<file path="src/rdm_map.svh">
`ifndef RDM_MAP_SVH
`define RDM_MAP_SVH

// register byte offsets on the bus
`define RDM_OFF_RX_BASE 8'h00
`define RDM_OFF_TX_BASE 8'h04
`define RDM_OFF_CTRL 8'h08
`define RDM_OFF_POLL 8'h0c
`define RDM_OFF_STAT 8'h10
`define RDM_OFF_CUR 8'h14

// control register fields
`define RDM_CTRL_RX_EN 0
`define RDM_CTRL_SPAN 1

// first receive descriptor word
`define RDM_W0_OWN 31
`define RDM_W0_FL_HI 30
`define RDM_W0_FL_LO 16
`define RDM_W0_ES 15
`define RDM_W0_LE 14
`define RDM_W0_RF 11
`define RDM_W0_FS 9
`define RDM_W0_LS 8
`define RDM_W0_TL 7
`define RDM_W0_CS 6
`define RDM_W0_CRC 1
`define RDM_W0_OVF 0

// second descriptor word
`define RDM_W1_EOR 25
`define RDM_W1_CHAIN 24
`define RDM_W1_B2_HI 21
`define RDM_W1_B2_LO 13
`define RDM_W1_B1_HI 10
`define RDM_W1_B1_LO 2

// descriptor layout and sizes
`define RDM_OFF_W1 32'h0000_0004
`define RDM_OFF_W2 32'h0000_0008
`define RDM_OFF_W3 32'h0000_000c
`define RDM_DESC_BYTES 32'h0000_0010
`define RDM_WORD_BYTES 32'h0000_0004
`define RDM_FL_WORD 15'h0004
`define RDM_RESET_WORD 32'h0000_0000

`endif

</file>
<file path="src/rdm_pkg.sv">
`default_nettype none
package rdm_pkg;

	typedef enum logic [3:0] {
		RDM_IDLE = 4'h0,
		RDM_RD0 = 4'h1,
		RDM_RD1 = 4'h3,
		RDM_RD2 = 4'h2,
		RDM_RD3 = 4'h6,
		RDM_DATA = 4'h7,
		RDM_WRST = 4'h5,
		RDM_LOOK = 4'h4,
		RDM_DRAIN = 4'hc,
		RDM_STALL = 4'hd
	} rdm_state_t;

	typedef struct packed {
		logic overflow;
		logic crc_err;
		logic late_coll;
		logic too_long;
		logic runt;
	} rdm_rx_flags_t;

	typedef struct packed {
		logic req;
		logic we;
		logic [31:0] addr;
		logic [31:0] wdata;
	} rdm_mem_req_t;

	typedef struct packed {
		rdm_state_t st;
		logic [31:0] rx_base;
		logic [31:0] tx_base;
		logic rx_en;
		logic span_en;
		logic stalled;
		logic [31:0] cur;
		logic [31:0] link;
		logic [31:0] ptr;
		logic [31:0] buf2;
		logic [8:0] rem1;
		logic [8:0] rem2;
		logic chain;
		logic eor;
		logic [31:0] wd;
		logic pend;
		logic wlast;
		logic [14:0] fl;
		logic first;
		logic cont;
		logic le;
		rdm_rx_flags_t flags;
		logic [7:0] a_addr;
		logic a_wr;
		logic [31:0] hrdata;
	} rdm_top_state_t;

	function automatic logic [31:0] rdm_add(input logic [31:0] a, input logic [31:0] b);
		rdm_add = a + b;
	endfunction : rdm_add

endpackage : rdm_pkg
`default_nettype wire

</file>
<file path="src/rdm_next_desc.sv">
`timescale 1ns/1ps
`default_nettype none
`include "rdm_map.svh"
module rdm_next_desc
	import rdm_pkg::*;
(
	input wire logic [31:0] cur,
	input wire logic [31:0] base,
	input wire logic chain,
	input wire logic eor,
	input wire logic [31:0] link,
	output logic [31:0] next
);
	always_comb
	begin
		if (chain)
			next = link;
		else if (eor)
			next = base;
		else
			next = rdm_add(cur, `RDM_DESC_BYTES);
	end
endmodule : rdm_next_desc
`default_nettype wire

</file>
<file path="src/rdm_rx_status.sv">
`timescale 1ns/1ps
`default_nettype none
`include "rdm_map.svh"
module rdm_rx_status
	import rdm_pkg::*;
(
	input wire logic first,
	input wire logic last,
	input wire logic le,
	input wire logic [14:0] fl,
	input wire rdm_rx_flags_t flags,
	output logic [31:0] word
);
	always_comb
	begin
		word = `RDM_RESET_WORD;
		word[`RDM_W0_OWN] = 1'b0;
		word[`RDM_W0_FS] = first;
		word[`RDM_W0_LS] = last;
		// length, error bits only carry meaning on the closing descriptor
		if (last)
		begin
			word[`RDM_W0_FL_HI:`RDM_W0_FL_LO] = fl;
			word[`RDM_W0_LE] = le;
			word[`RDM_W0_OVF] = flags.overflow;
			word[`RDM_W0_CRC] = flags.crc_err;
			word[`RDM_W0_CS] = flags.late_coll;
			word[`RDM_W0_TL] = flags.too_long;
			word[`RDM_W0_RF] = flags.runt;
			word[`RDM_W0_ES] = flags.overflow | flags.crc_err | flags.late_coll |
				flags.too_long | flags.runt | le;
		end
	end
endmodule : rdm_rx_status
`default_nettype wire

</file>
<file path="src/rdm_top.sv">
// What this block does
// - separate receive and transmit lists, each base held in its own register
// - chained flag in word one makes word three the next descriptor address
// - unchained descriptors hold two buffers and follow each other in memory
// - end-of-ring flag in unchained mode wraps to the list base
// - a buffer never holds data of two frames
// - status goes only into the descriptor, never the buffer
// - frames may span descriptors; spanning can be switched off
// - ownership bit 31 set means the device may fill the buffers
// - device clears ownership at frame end or when buffers fill
// - word zero bits 30:16 hold the frame byte count with CRC
// - length field valid only with last set and length error clear
// - error summary is the OR of the six error bits
// - overrun with next descriptor not owned sets length error and truncates
// - summary and length error valid only on the last descriptor
//
// The register offsets and the AHB-Lite slave port were left to the implementer.
`timescale 1ns/1ps
`default_nettype none
`include "rdm_map.svh"
module rdm_top
	import rdm_pkg::*;
(
	input wire logic hclk,
	input wire logic hresetn,
	input wire logic ce,
	input wire logic hsel,
	input wire logic [31:0] haddr,
	input wire logic [1:0] htrans,
	input wire logic hwrite,
	input wire logic [2:0] hsize,
	input wire logic [31:0] hwdata,
	input wire logic hready,
	output logic hreadyout,
	output logic hresp,
	output logic [31:0] hrdata,
	output rdm_mem_req_t mem_o,
	input wire logic mem_ack,
	input wire logic [31:0] mem_rdata,
	input wire logic rx_valid,
	input wire logic [31:0] rx_data,
	input wire logic rx_last,
	input wire logic [2:0] rx_nbytes,
	input wire rdm_rx_flags_t rx_flags,
	output logic rx_ready,
	output logic [31:0] tx_list_base
);

	////////////////////////////////////////////////////////////////////////////////
	rdm_top_state_t q;
	rdm_top_state_t d;
	logic [31:0] next_desc;
	logic [31:0] status_word;
	logic status_last;
	logic room;
	logic wr_phase;
	logic [14:0] nb;

	rdm_next_desc u_next (
		.cur(q.cur),
		.base(q.rx_base),
		.chain(q.chain),
		.eor(q.eor),
		.link(q.link),
		.next(next_desc)
	);

	assign status_last = ~q.cont;

	rdm_rx_status u_status (
		.first(q.first),
		.last(status_last),
		.le(q.le),
		.fl(q.fl),
		.flags(q.flags),
		.word(status_word)
	);

	////////////////////////////////////////////////////////////////////////////////
	// zero-wait slave; size is ignored since only whole words are mapped
	assign hreadyout = 1'b1;
	assign hresp = 1'b0;
	assign hrdata = q.hrdata;
	assign tx_list_base = q.tx_base;
	assign room = (q.rem1 != 9'h000) || (q.rem2 != 9'h000);
	assign wr_phase = q.a_wr;
	assign nb = rx_last ? {12'h000, rx_nbytes} : `RDM_FL_WORD;

	// data is only accepted into an empty holding word or while discarding
	assign rx_ready = ((q.st == RDM_DATA) && !q.pend) || (q.st == RDM_DRAIN);

	always_comb
	begin
		mem_o = '0;
		case (q.st)
			RDM_RD0:
			begin
				mem_o.req = 1'b1;
				mem_o.addr = q.cur;
			end
			RDM_RD1:
			begin
				mem_o.req = 1'b1;
				mem_o.addr = rdm_add(q.cur, `RDM_OFF_W1);
			end
			RDM_RD2:
			begin
				mem_o.req = 1'b1;
				mem_o.addr = rdm_add(q.cur, `RDM_OFF_W2);
			end
			RDM_RD3:
			begin
				mem_o.req = 1'b1;
				mem_o.addr = rdm_add(q.cur, `RDM_OFF_W3);
			end
			RDM_LOOK:
			begin
				mem_o.req = 1'b1;
				mem_o.addr = next_desc;
			end
			RDM_DATA:
			begin
				mem_o.req = q.pend && room;
				mem_o.we = 1'b1;
				mem_o.addr = q.ptr;
				mem_o.wdata = q.wd;
			end
			RDM_WRST:
			begin
				// status and cleared ownership land in one word write
				mem_o.req = 1'b1;
				mem_o.we = 1'b1;
				mem_o.addr = q.cur;
				mem_o.wdata = status_word;
			end
			default:
			begin
				mem_o = '0;
			end
		endcase
	end

	////////////////////////////////////////////////////////////////////////////////
	always_comb
	begin
		d = q;

		// bus address phase, read data registered ahead of the data phase
		d.a_wr = 1'b0;
		if (hsel && htrans[1] && hready)
		begin
			d.a_addr = haddr[7:0];
			d.a_wr = hwrite;
			case (haddr[7:0])
				`RDM_OFF_RX_BASE: d.hrdata = q.rx_base;
				`RDM_OFF_TX_BASE: d.hrdata = q.tx_base;
				`RDM_OFF_CTRL: d.hrdata = {30'h0000_0000, q.span_en, q.rx_en};
				`RDM_OFF_STAT: d.hrdata = {27'h000_0000, q.stalled, q.st};
				`RDM_OFF_CUR: d.hrdata = q.cur;
				default: d.hrdata = `RDM_RESET_WORD;
			endcase
		end

		// bus data phase writes
		if (wr_phase)
		begin
			case (q.a_addr)
				`RDM_OFF_RX_BASE: d.rx_base = hwdata;
				`RDM_OFF_TX_BASE: d.tx_base = hwdata;
				`RDM_OFF_CTRL:
				begin
					d.rx_en = hwdata[`RDM_CTRL_RX_EN];
					d.span_en = hwdata[`RDM_CTRL_SPAN];
					// enabling restarts the walk from the list base
					if (hwdata[`RDM_CTRL_RX_EN] && !q.rx_en)
						d.cur = q.rx_base;
				end
				`RDM_OFF_POLL:
				begin
					if (q.st == RDM_STALL)
					begin
						d.st = RDM_RD0;
						d.stalled = 1'b0;
					end
				end
				default:
				begin
					d.a_wr = 1'b0;
				end
			endcase
		end

		// receive descriptor engine
		case (q.st)
			RDM_IDLE:
			begin
				// a new frame always starts in a fresh descriptor
				if (q.rx_en && rx_valid)
					d.st = RDM_RD0;
			end
			RDM_RD0:
			begin
				if (mem_ack)
				begin
					if (mem_rdata[`RDM_W0_OWN])
						d.st = RDM_RD1;
					else
					begin
						d.st = RDM_STALL;
						d.stalled = 1'b1;
					end
				end
			end
			RDM_RD1:
			begin
				if (mem_ack)
				begin
					d.chain = mem_rdata[`RDM_W1_CHAIN];
					d.eor = mem_rdata[`RDM_W1_EOR];
					d.rem1 = mem_rdata[`RDM_W1_B1_HI:`RDM_W1_B1_LO];
					// chained descriptors carry a link, not a second buffer
					d.rem2 = mem_rdata[`RDM_W1_CHAIN] ? 9'h000 :
						mem_rdata[`RDM_W1_B2_HI:`RDM_W1_B2_LO];
					d.st = RDM_RD2;
				end
			end
			RDM_RD2:
			begin
				if (mem_ack)
				begin
					d.ptr = mem_rdata;
					d.st = RDM_RD3;
				end
			end
			RDM_RD3:
			begin
				if (mem_ack)
				begin
					d.buf2 = mem_rdata;
					d.link = mem_rdata;
					if (q.rem1 == 9'h000)
						d.ptr = mem_rdata;
					d.st = RDM_DATA;
				end
			end
			RDM_DATA:
			begin
				if (!q.pend)
				begin
					if (rx_valid)
					begin
						d.pend = 1'b1;
						d.wd = rx_data;
						d.wlast = rx_last;
						d.fl = q.fl + nb;
						if (rx_last)
							d.flags = rx_flags;
					end
				end
				else if (!room)
				begin
					if (q.span_en)
						d.st = RDM_LOOK;
					else
					begin
						d.le = 1'b1;
						d.pend = 1'b0;
						d.cont = 1'b0;
						d.st = q.wlast ? RDM_WRST : RDM_DRAIN;
					end
				end
				else if (mem_ack)
				begin
					d.pend = 1'b0;
					if (q.rem1 != 9'h000)
					begin
						d.rem1 = q.rem1 - 9'h001;
						d.ptr = (q.rem1 == 9'h001) ? q.buf2 : rdm_add(q.ptr, `RDM_WORD_BYTES);
					end
					else
					begin
						d.rem2 = q.rem2 - 9'h001;
						d.ptr = rdm_add(q.ptr, `RDM_WORD_BYTES);
					end
					if (q.wlast)
					begin
						d.cont = 1'b0;
						d.st = RDM_WRST;
					end
				end
			end
			RDM_LOOK:
			begin
				if (mem_ack)
				begin
					if (mem_rdata[`RDM_W0_OWN])
					begin
						// buffers full, frame goes on in the next descriptor
						d.cont = 1'b1;
						d.st = RDM_WRST;
					end
					else
					begin
						d.le = 1'b1;
						d.pend = 1'b0;
						d.cont = 1'b0;
						d.st = q.wlast ? RDM_WRST : RDM_DRAIN;
					end
				end
			end
			RDM_DRAIN:
			begin
				// truncated tail is discarded but still counted in the length
				if (rx_valid)
				begin
					d.fl = q.fl + nb;
					if (rx_last)
					begin
						d.flags = rx_flags;
						d.st = RDM_WRST;
					end
				end
			end
			RDM_WRST:
			begin
				if (mem_ack)
				begin
					d.cur = next_desc;
					if (q.cont)
					begin
						d.first = 1'b0;
						d.cont = 1'b0;
						d.st = RDM_RD1;
					end
					else
					begin
						d.first = 1'b1;
						d.le = 1'b0;
						d.fl = 15'h0000;
						d.flags = '0;
						d.st = RDM_IDLE;
					end
				end
			end
			RDM_STALL:
			begin
				// left only by a poll write; the flag must drop with it or it sticks
				d.stalled = (d.st == RDM_STALL);
			end
			default:
			begin
				d.st = RDM_IDLE;
			end
		endcase
	end

	////////////////////////////////////////////////////////////////////////////////
	always_ff @(posedge hclk or negedge hresetn)
	begin
		if (!hresetn)
		begin
			q <= '0;
			q.first <= 1'b1;
		end
		else if (ce)
		begin
			q <= d;
		end
	end

endmodule : rdm_top
`default_nettype wire

</file>
<file path="config.mk">
export PLATFORM = sky130hd
export DESIGN_NAME = rdm_top
export DESIGN_NICKNAME = d
export VERILOG_FILES = /design/src/rdm_pkg.sv /design/src/rdm_next_desc.sv /design/src/rdm_rx_status.sv /design/src/rdm_top.sv
export VERILOG_INCLUDE_DIRS = /design/src
export SDC_FILE = /design/constraint.sdc
export NUM_CORES = 1
export LEC_CHECK = 0
export ABC_AREA = 1
export BUFFER_PORTS_ARGS = -buffer_cell sky130_fd_sc_hd__buf_2
export CAP_MARGIN = 20
export CELL_PAD_IN_SITES_DETAIL_PLACEMENT = 0
export CELL_PAD_IN_SITES_GLOBAL_PLACEMENT = 1
export CORE_MARGIN = 2
export CORE_UTILIZATION = 30
export DETAILED_ROUTE_END_ITERATION = 8
export PLACE_DENSITY = 0.69
export SLEW_MARGIN = 10
export SYNTH_ARGS = -nofsm -noshare
export SYNTH_HDL_FRONTEND = slang
export SYNTH_HIERARCHICAL = 1
export SYNTH_SLANG_ARGS = --single-unit
</file>
<file path="constraint.sdc">
create_clock -name hclk -period 3.52 [get_ports hclk]
set_clock_uncertainty 0.2 [all_clocks]
set_input_delay 0.704 -clock hclk [delete_from_list [all_inputs] [get_ports hclk]]
set_output_delay 0.704 -clock hclk [all_outputs]
set_load 0.05 [all_outputs]
</file>
==> results.py <==
metrics = {
    "floorplan": {
        "fp-row-count": 92,
        "coreArea_sq_um": 63100,
        "die-width_um": 256,
        "die_area_sq_um": 65800,
        "initial_core_util_pct": 30.3,
        "die_h_um": 256,
        "io_pins": 283,
    },
    "routing": {
        "wl_met1_mm": 38.3,
        "highest_layer": "met4",
        "drt_first_pass_iters": 6,
        "wl_per_cell_um": 20.9,
        "dr_wl_met3_mm": 5.35,
        "drc": 0,
        "ant_nets": 0,
        "dr_wl_met2_mm": 35.9,
        "vias_per_cell": 5.17,
        "vias": 20100,
        "first_iter_violations": 1925,
        "routed_wirelength_mm": 81.3,
    },
    "grt": {
        "gr-total-overflow": 0,
        "antenna_found_initial": 3,
        "grt_max_degree": 80,
        "grt_pass1_vias": 18700,
        "grt_util_all_layers_pct": 23.9,
        "grt_pass1_wl_mm": 121,
    },
    "layout": {
        "final_layout_size_suffix_gt1_share_pct": 23.5,
        "final_core_util_pct": 38.1,
        "nNetsFinal": 3181,
        "fillers": 6807,
        "area_delta_synth_final_pct": 25.7,
    },
    "sta": {
        "period_needed_ns": 3.64,
        "tightest_slew_ns": 0.792,
        "fin_ws_ns": -0.124,
        "slew_viol_final": 0,
        "setup_viol": 16,
        "finalHoldViolCount": 0,
        "finalCritPeriodShare_pct": 104,
        "relSlewSlack_pct": 47.2,
        "rsz0062_at_grt": "yes",
        "fmax_mhz": 274,
    },
    "logic_synthesis": {
        "synth_common_cells": "nand2_1 (739), inv_1 (316), o21ai_0 (300)",
        "synth_ff_type": "dfrtp_1",
        "synth_edf_count": 0,
        "yosysMostFrequentCell": "nand2_1",
        "syn-cell-area_sq_um": 19100,
        "synth_top_area_share_pct": 37.2,
        "synth_area_per_cell_sq_um": 6.96,
        "synth_warnings": 6,
        "ys_types": 59,
        "synth_top_area_cell": "dfrtp_1",
        "syn_inst": 2748,
        "async_reset_ff_share_pct": 100,
        "ys_top_cells_by_area": "dfrtp_1 (37%), nand2_1 (15%), o21ai_0 (7.9%), inv_1 (6.2%), nor2_1 (4.5%)",
        "seq_area_frac_synth_pct": 37.3,
        "synth_seq_cells": 285,
    },
    "worst_setup_path": {
        "crit_path_start_kind": "flop",
        "critPathArrivalTime_ns": 2.74,
        "slowest_delay_ns": 0.40,
        "path_class": "flop to primary output",
        "cp.required_ns": 2.62,
        "end_kind": "primary output",
        "cp_max_fo": 4,
        "crit_slowest_cell": "dfrtp_1",
        "crit_chain": "inv_2 > nand2_4 > nor2_4 > ha_4 > nand2_2 > nand2_2 > nand2_4 > inv_4 > a22oi_2 > nor2_2 > buf_6 > nand3_2 > nand4_1 > buf_6",
        "path_buf_inv": 4,
        "critical-path-top-delay-family": "simple AND/OR/NAND/NOR gates",
    },
    "cts": {
        "ctsRootBufferMaster": "clkbuf_16",
        "htreeDepth": 2,
        "cts_buffers": 38,
        "cts_buffer_depth": 3,
        "tritoncts": "yes",
        "cts_sinks": 285,
        "insertion_delay_ns": 0.57,
        "clkTransAtPathRegs_ns": 0.06,
    },
    "placed_design": {
        "routabilityCongestion": 0.985,
        "port_buffers": 252,
        "place_ws_ns": 0.195,
        "dp.final_hpwl_mm": 62.3,
    },
    "flow_run": {
        "cap_viol_max_count": 0,
    },
    "power": {
        "pwr-share-clk_pct": 22.4,
        "power_frac_comb_pct": 49.2,
        "ir_drop_mv": 0.788,
        "seqPwrFrac_pct": 28.5,
        "p_sw_uw": 8510,
        "cellPowerDensity_nw_per_um2": 749,
        "switching_share_pct": 47.3,
        "p_leak_uw": 0.0117,
        "internal-power_uw": 9480,
    },
    "status": {
        "violations": "setup timing",
        "status": "complete, but fails checks",
    },
    "hold_path": {
        "hold_path_class": "input port to flop",
    },
}
[layer usage]
layer | GRT usage [%] | vias up
met5 | 0 | -
met2 | 36.5 | 746
met4 | 5.68 | 0
met1 | 35.5 | 9788
met3 | 3.46 | 93
li1 | - | 9496
[area by class of cell]
cell class / instances / area, sq um / share of cell area, %
antenna: 3 / 7.51 / 0.0312
clock buffer: 55 / 1110 / 4.60
clock inverter: 11 / 159 / 0.661
inverter: 332 / 1260 / 5.23
multi-input combinational: 1949 / 10400 / 43.3
sequential: 285 / 7160 / 29.8
tap: 846 / 1060 / 4.41
timing repair buffer: 411 / 2890 / 12.0
[flip-flops by register name, summed over array words and instances, names as in the netlist]
register      count
tx_list_base     32
q               220
hrdata           32
wr_phase          1
[layout by cell type, fill, tap and decap left out, types with 43 or more instances in the layout]
master   instances
inv_1          300
o21ai_0        281
buf_2          220
nand3_1        114
a21oi_1        146
nor2_1         202
dfrtp_1        265
nand2_1        695
nand2_2         43
buf_4          133
[repair_timing]
item / 4_1_cts / 5_1_grt
buffers inserted: 23 / 31
hold endpoints to repair: 15 / 0
hold buffers: 1 / 0
pin swaps: 19 / 51
endpoints found under the setup margin: 46 / 56
resized for setup: 140 / 158
[power groups by stage]
| stage | Clock (uW) | Combinational [uW] | Sequential, uW |
|---|---|---|---|
| final | 4020 | 8850 | 5120 |
| after global routing | 4250 | 9500 | 5220 |
| after detailed placement | 0 | 7540 | 5160 |
| after global placement | 0 | 7510 | 5120 |
| after floorplan | 0 | 4770 | 4810 |
| after CTS | 4120 | 8100 | 5090 |
[path summary, 6_finish.rpt]
check	slack, ns	endpoint	cells past startpoint	startpoint
worst min register to register	0.27	q[48]$_DFFE_PN1P_	2	q[48]$_DFFE_PN1P_
max in group asynchronous	1.67	q[243]$_DFFE_PN0P_	3	hresetn
worst min-delay path	0.13	q[96]$_DFFE_PN0P_	2	rx_data[30]
worst max-delay path	-0.12	mem_o[43]	14	q[316]$_DFFE_PN0P_
worst max register to register	0.44	q[171]$_DFFE_PN0P_	10	q[316]$_DFFE_PN0P_
min in group asynchronous	0.53	q[107]$_DFFE_PN0P_	2	hresetn
[kinds of logic (layout without fill, tap and decap cells)]
group	count (synthesis)	after routing	synth area share [%]
mux	34	34	2.36
other cells	3	13	0.0589
flops	285	285	37.3
compound gates	642	642	19.3
buf+inv	521	809	12.3
fa+ha+maj	14	14	0.995
xor+xnor	23	23	1.05
simple gates	1226	1226	26.6
[per-stage QoR]
step           cells  setup TNS [ns]  instance area, sq um  power [uW]  hold slack (ns)
6_report        3892          -0.735                 24000       18000            0.130
5_1_grt         3892           -3.27                 24000       19000            0.128
4_1_cts         3858          -0.968                 23200       17300           0.0964
3_5_place_dp    3769               0                 21300       12700            0.264
3_3_place_gp    3769               0                 21300       12600            0.263
2_1_floorplan   2755               0                 19200        9570            0.208
[worst register-to-register path, stage by stage, from the launching register on]
cell     delay, ns
dfrtp_1       0.40
inv_2         0.09
nand2_4       0.06
buf_4         0.18
nor2_4        0.38
buf_4         0.34
nand4_1       0.33
nand3_1       0.39
inv_2         0.29
o21ai_0       0.24
inv_1         0.05
Note: power is estimated with default switching activity, not from simulation.
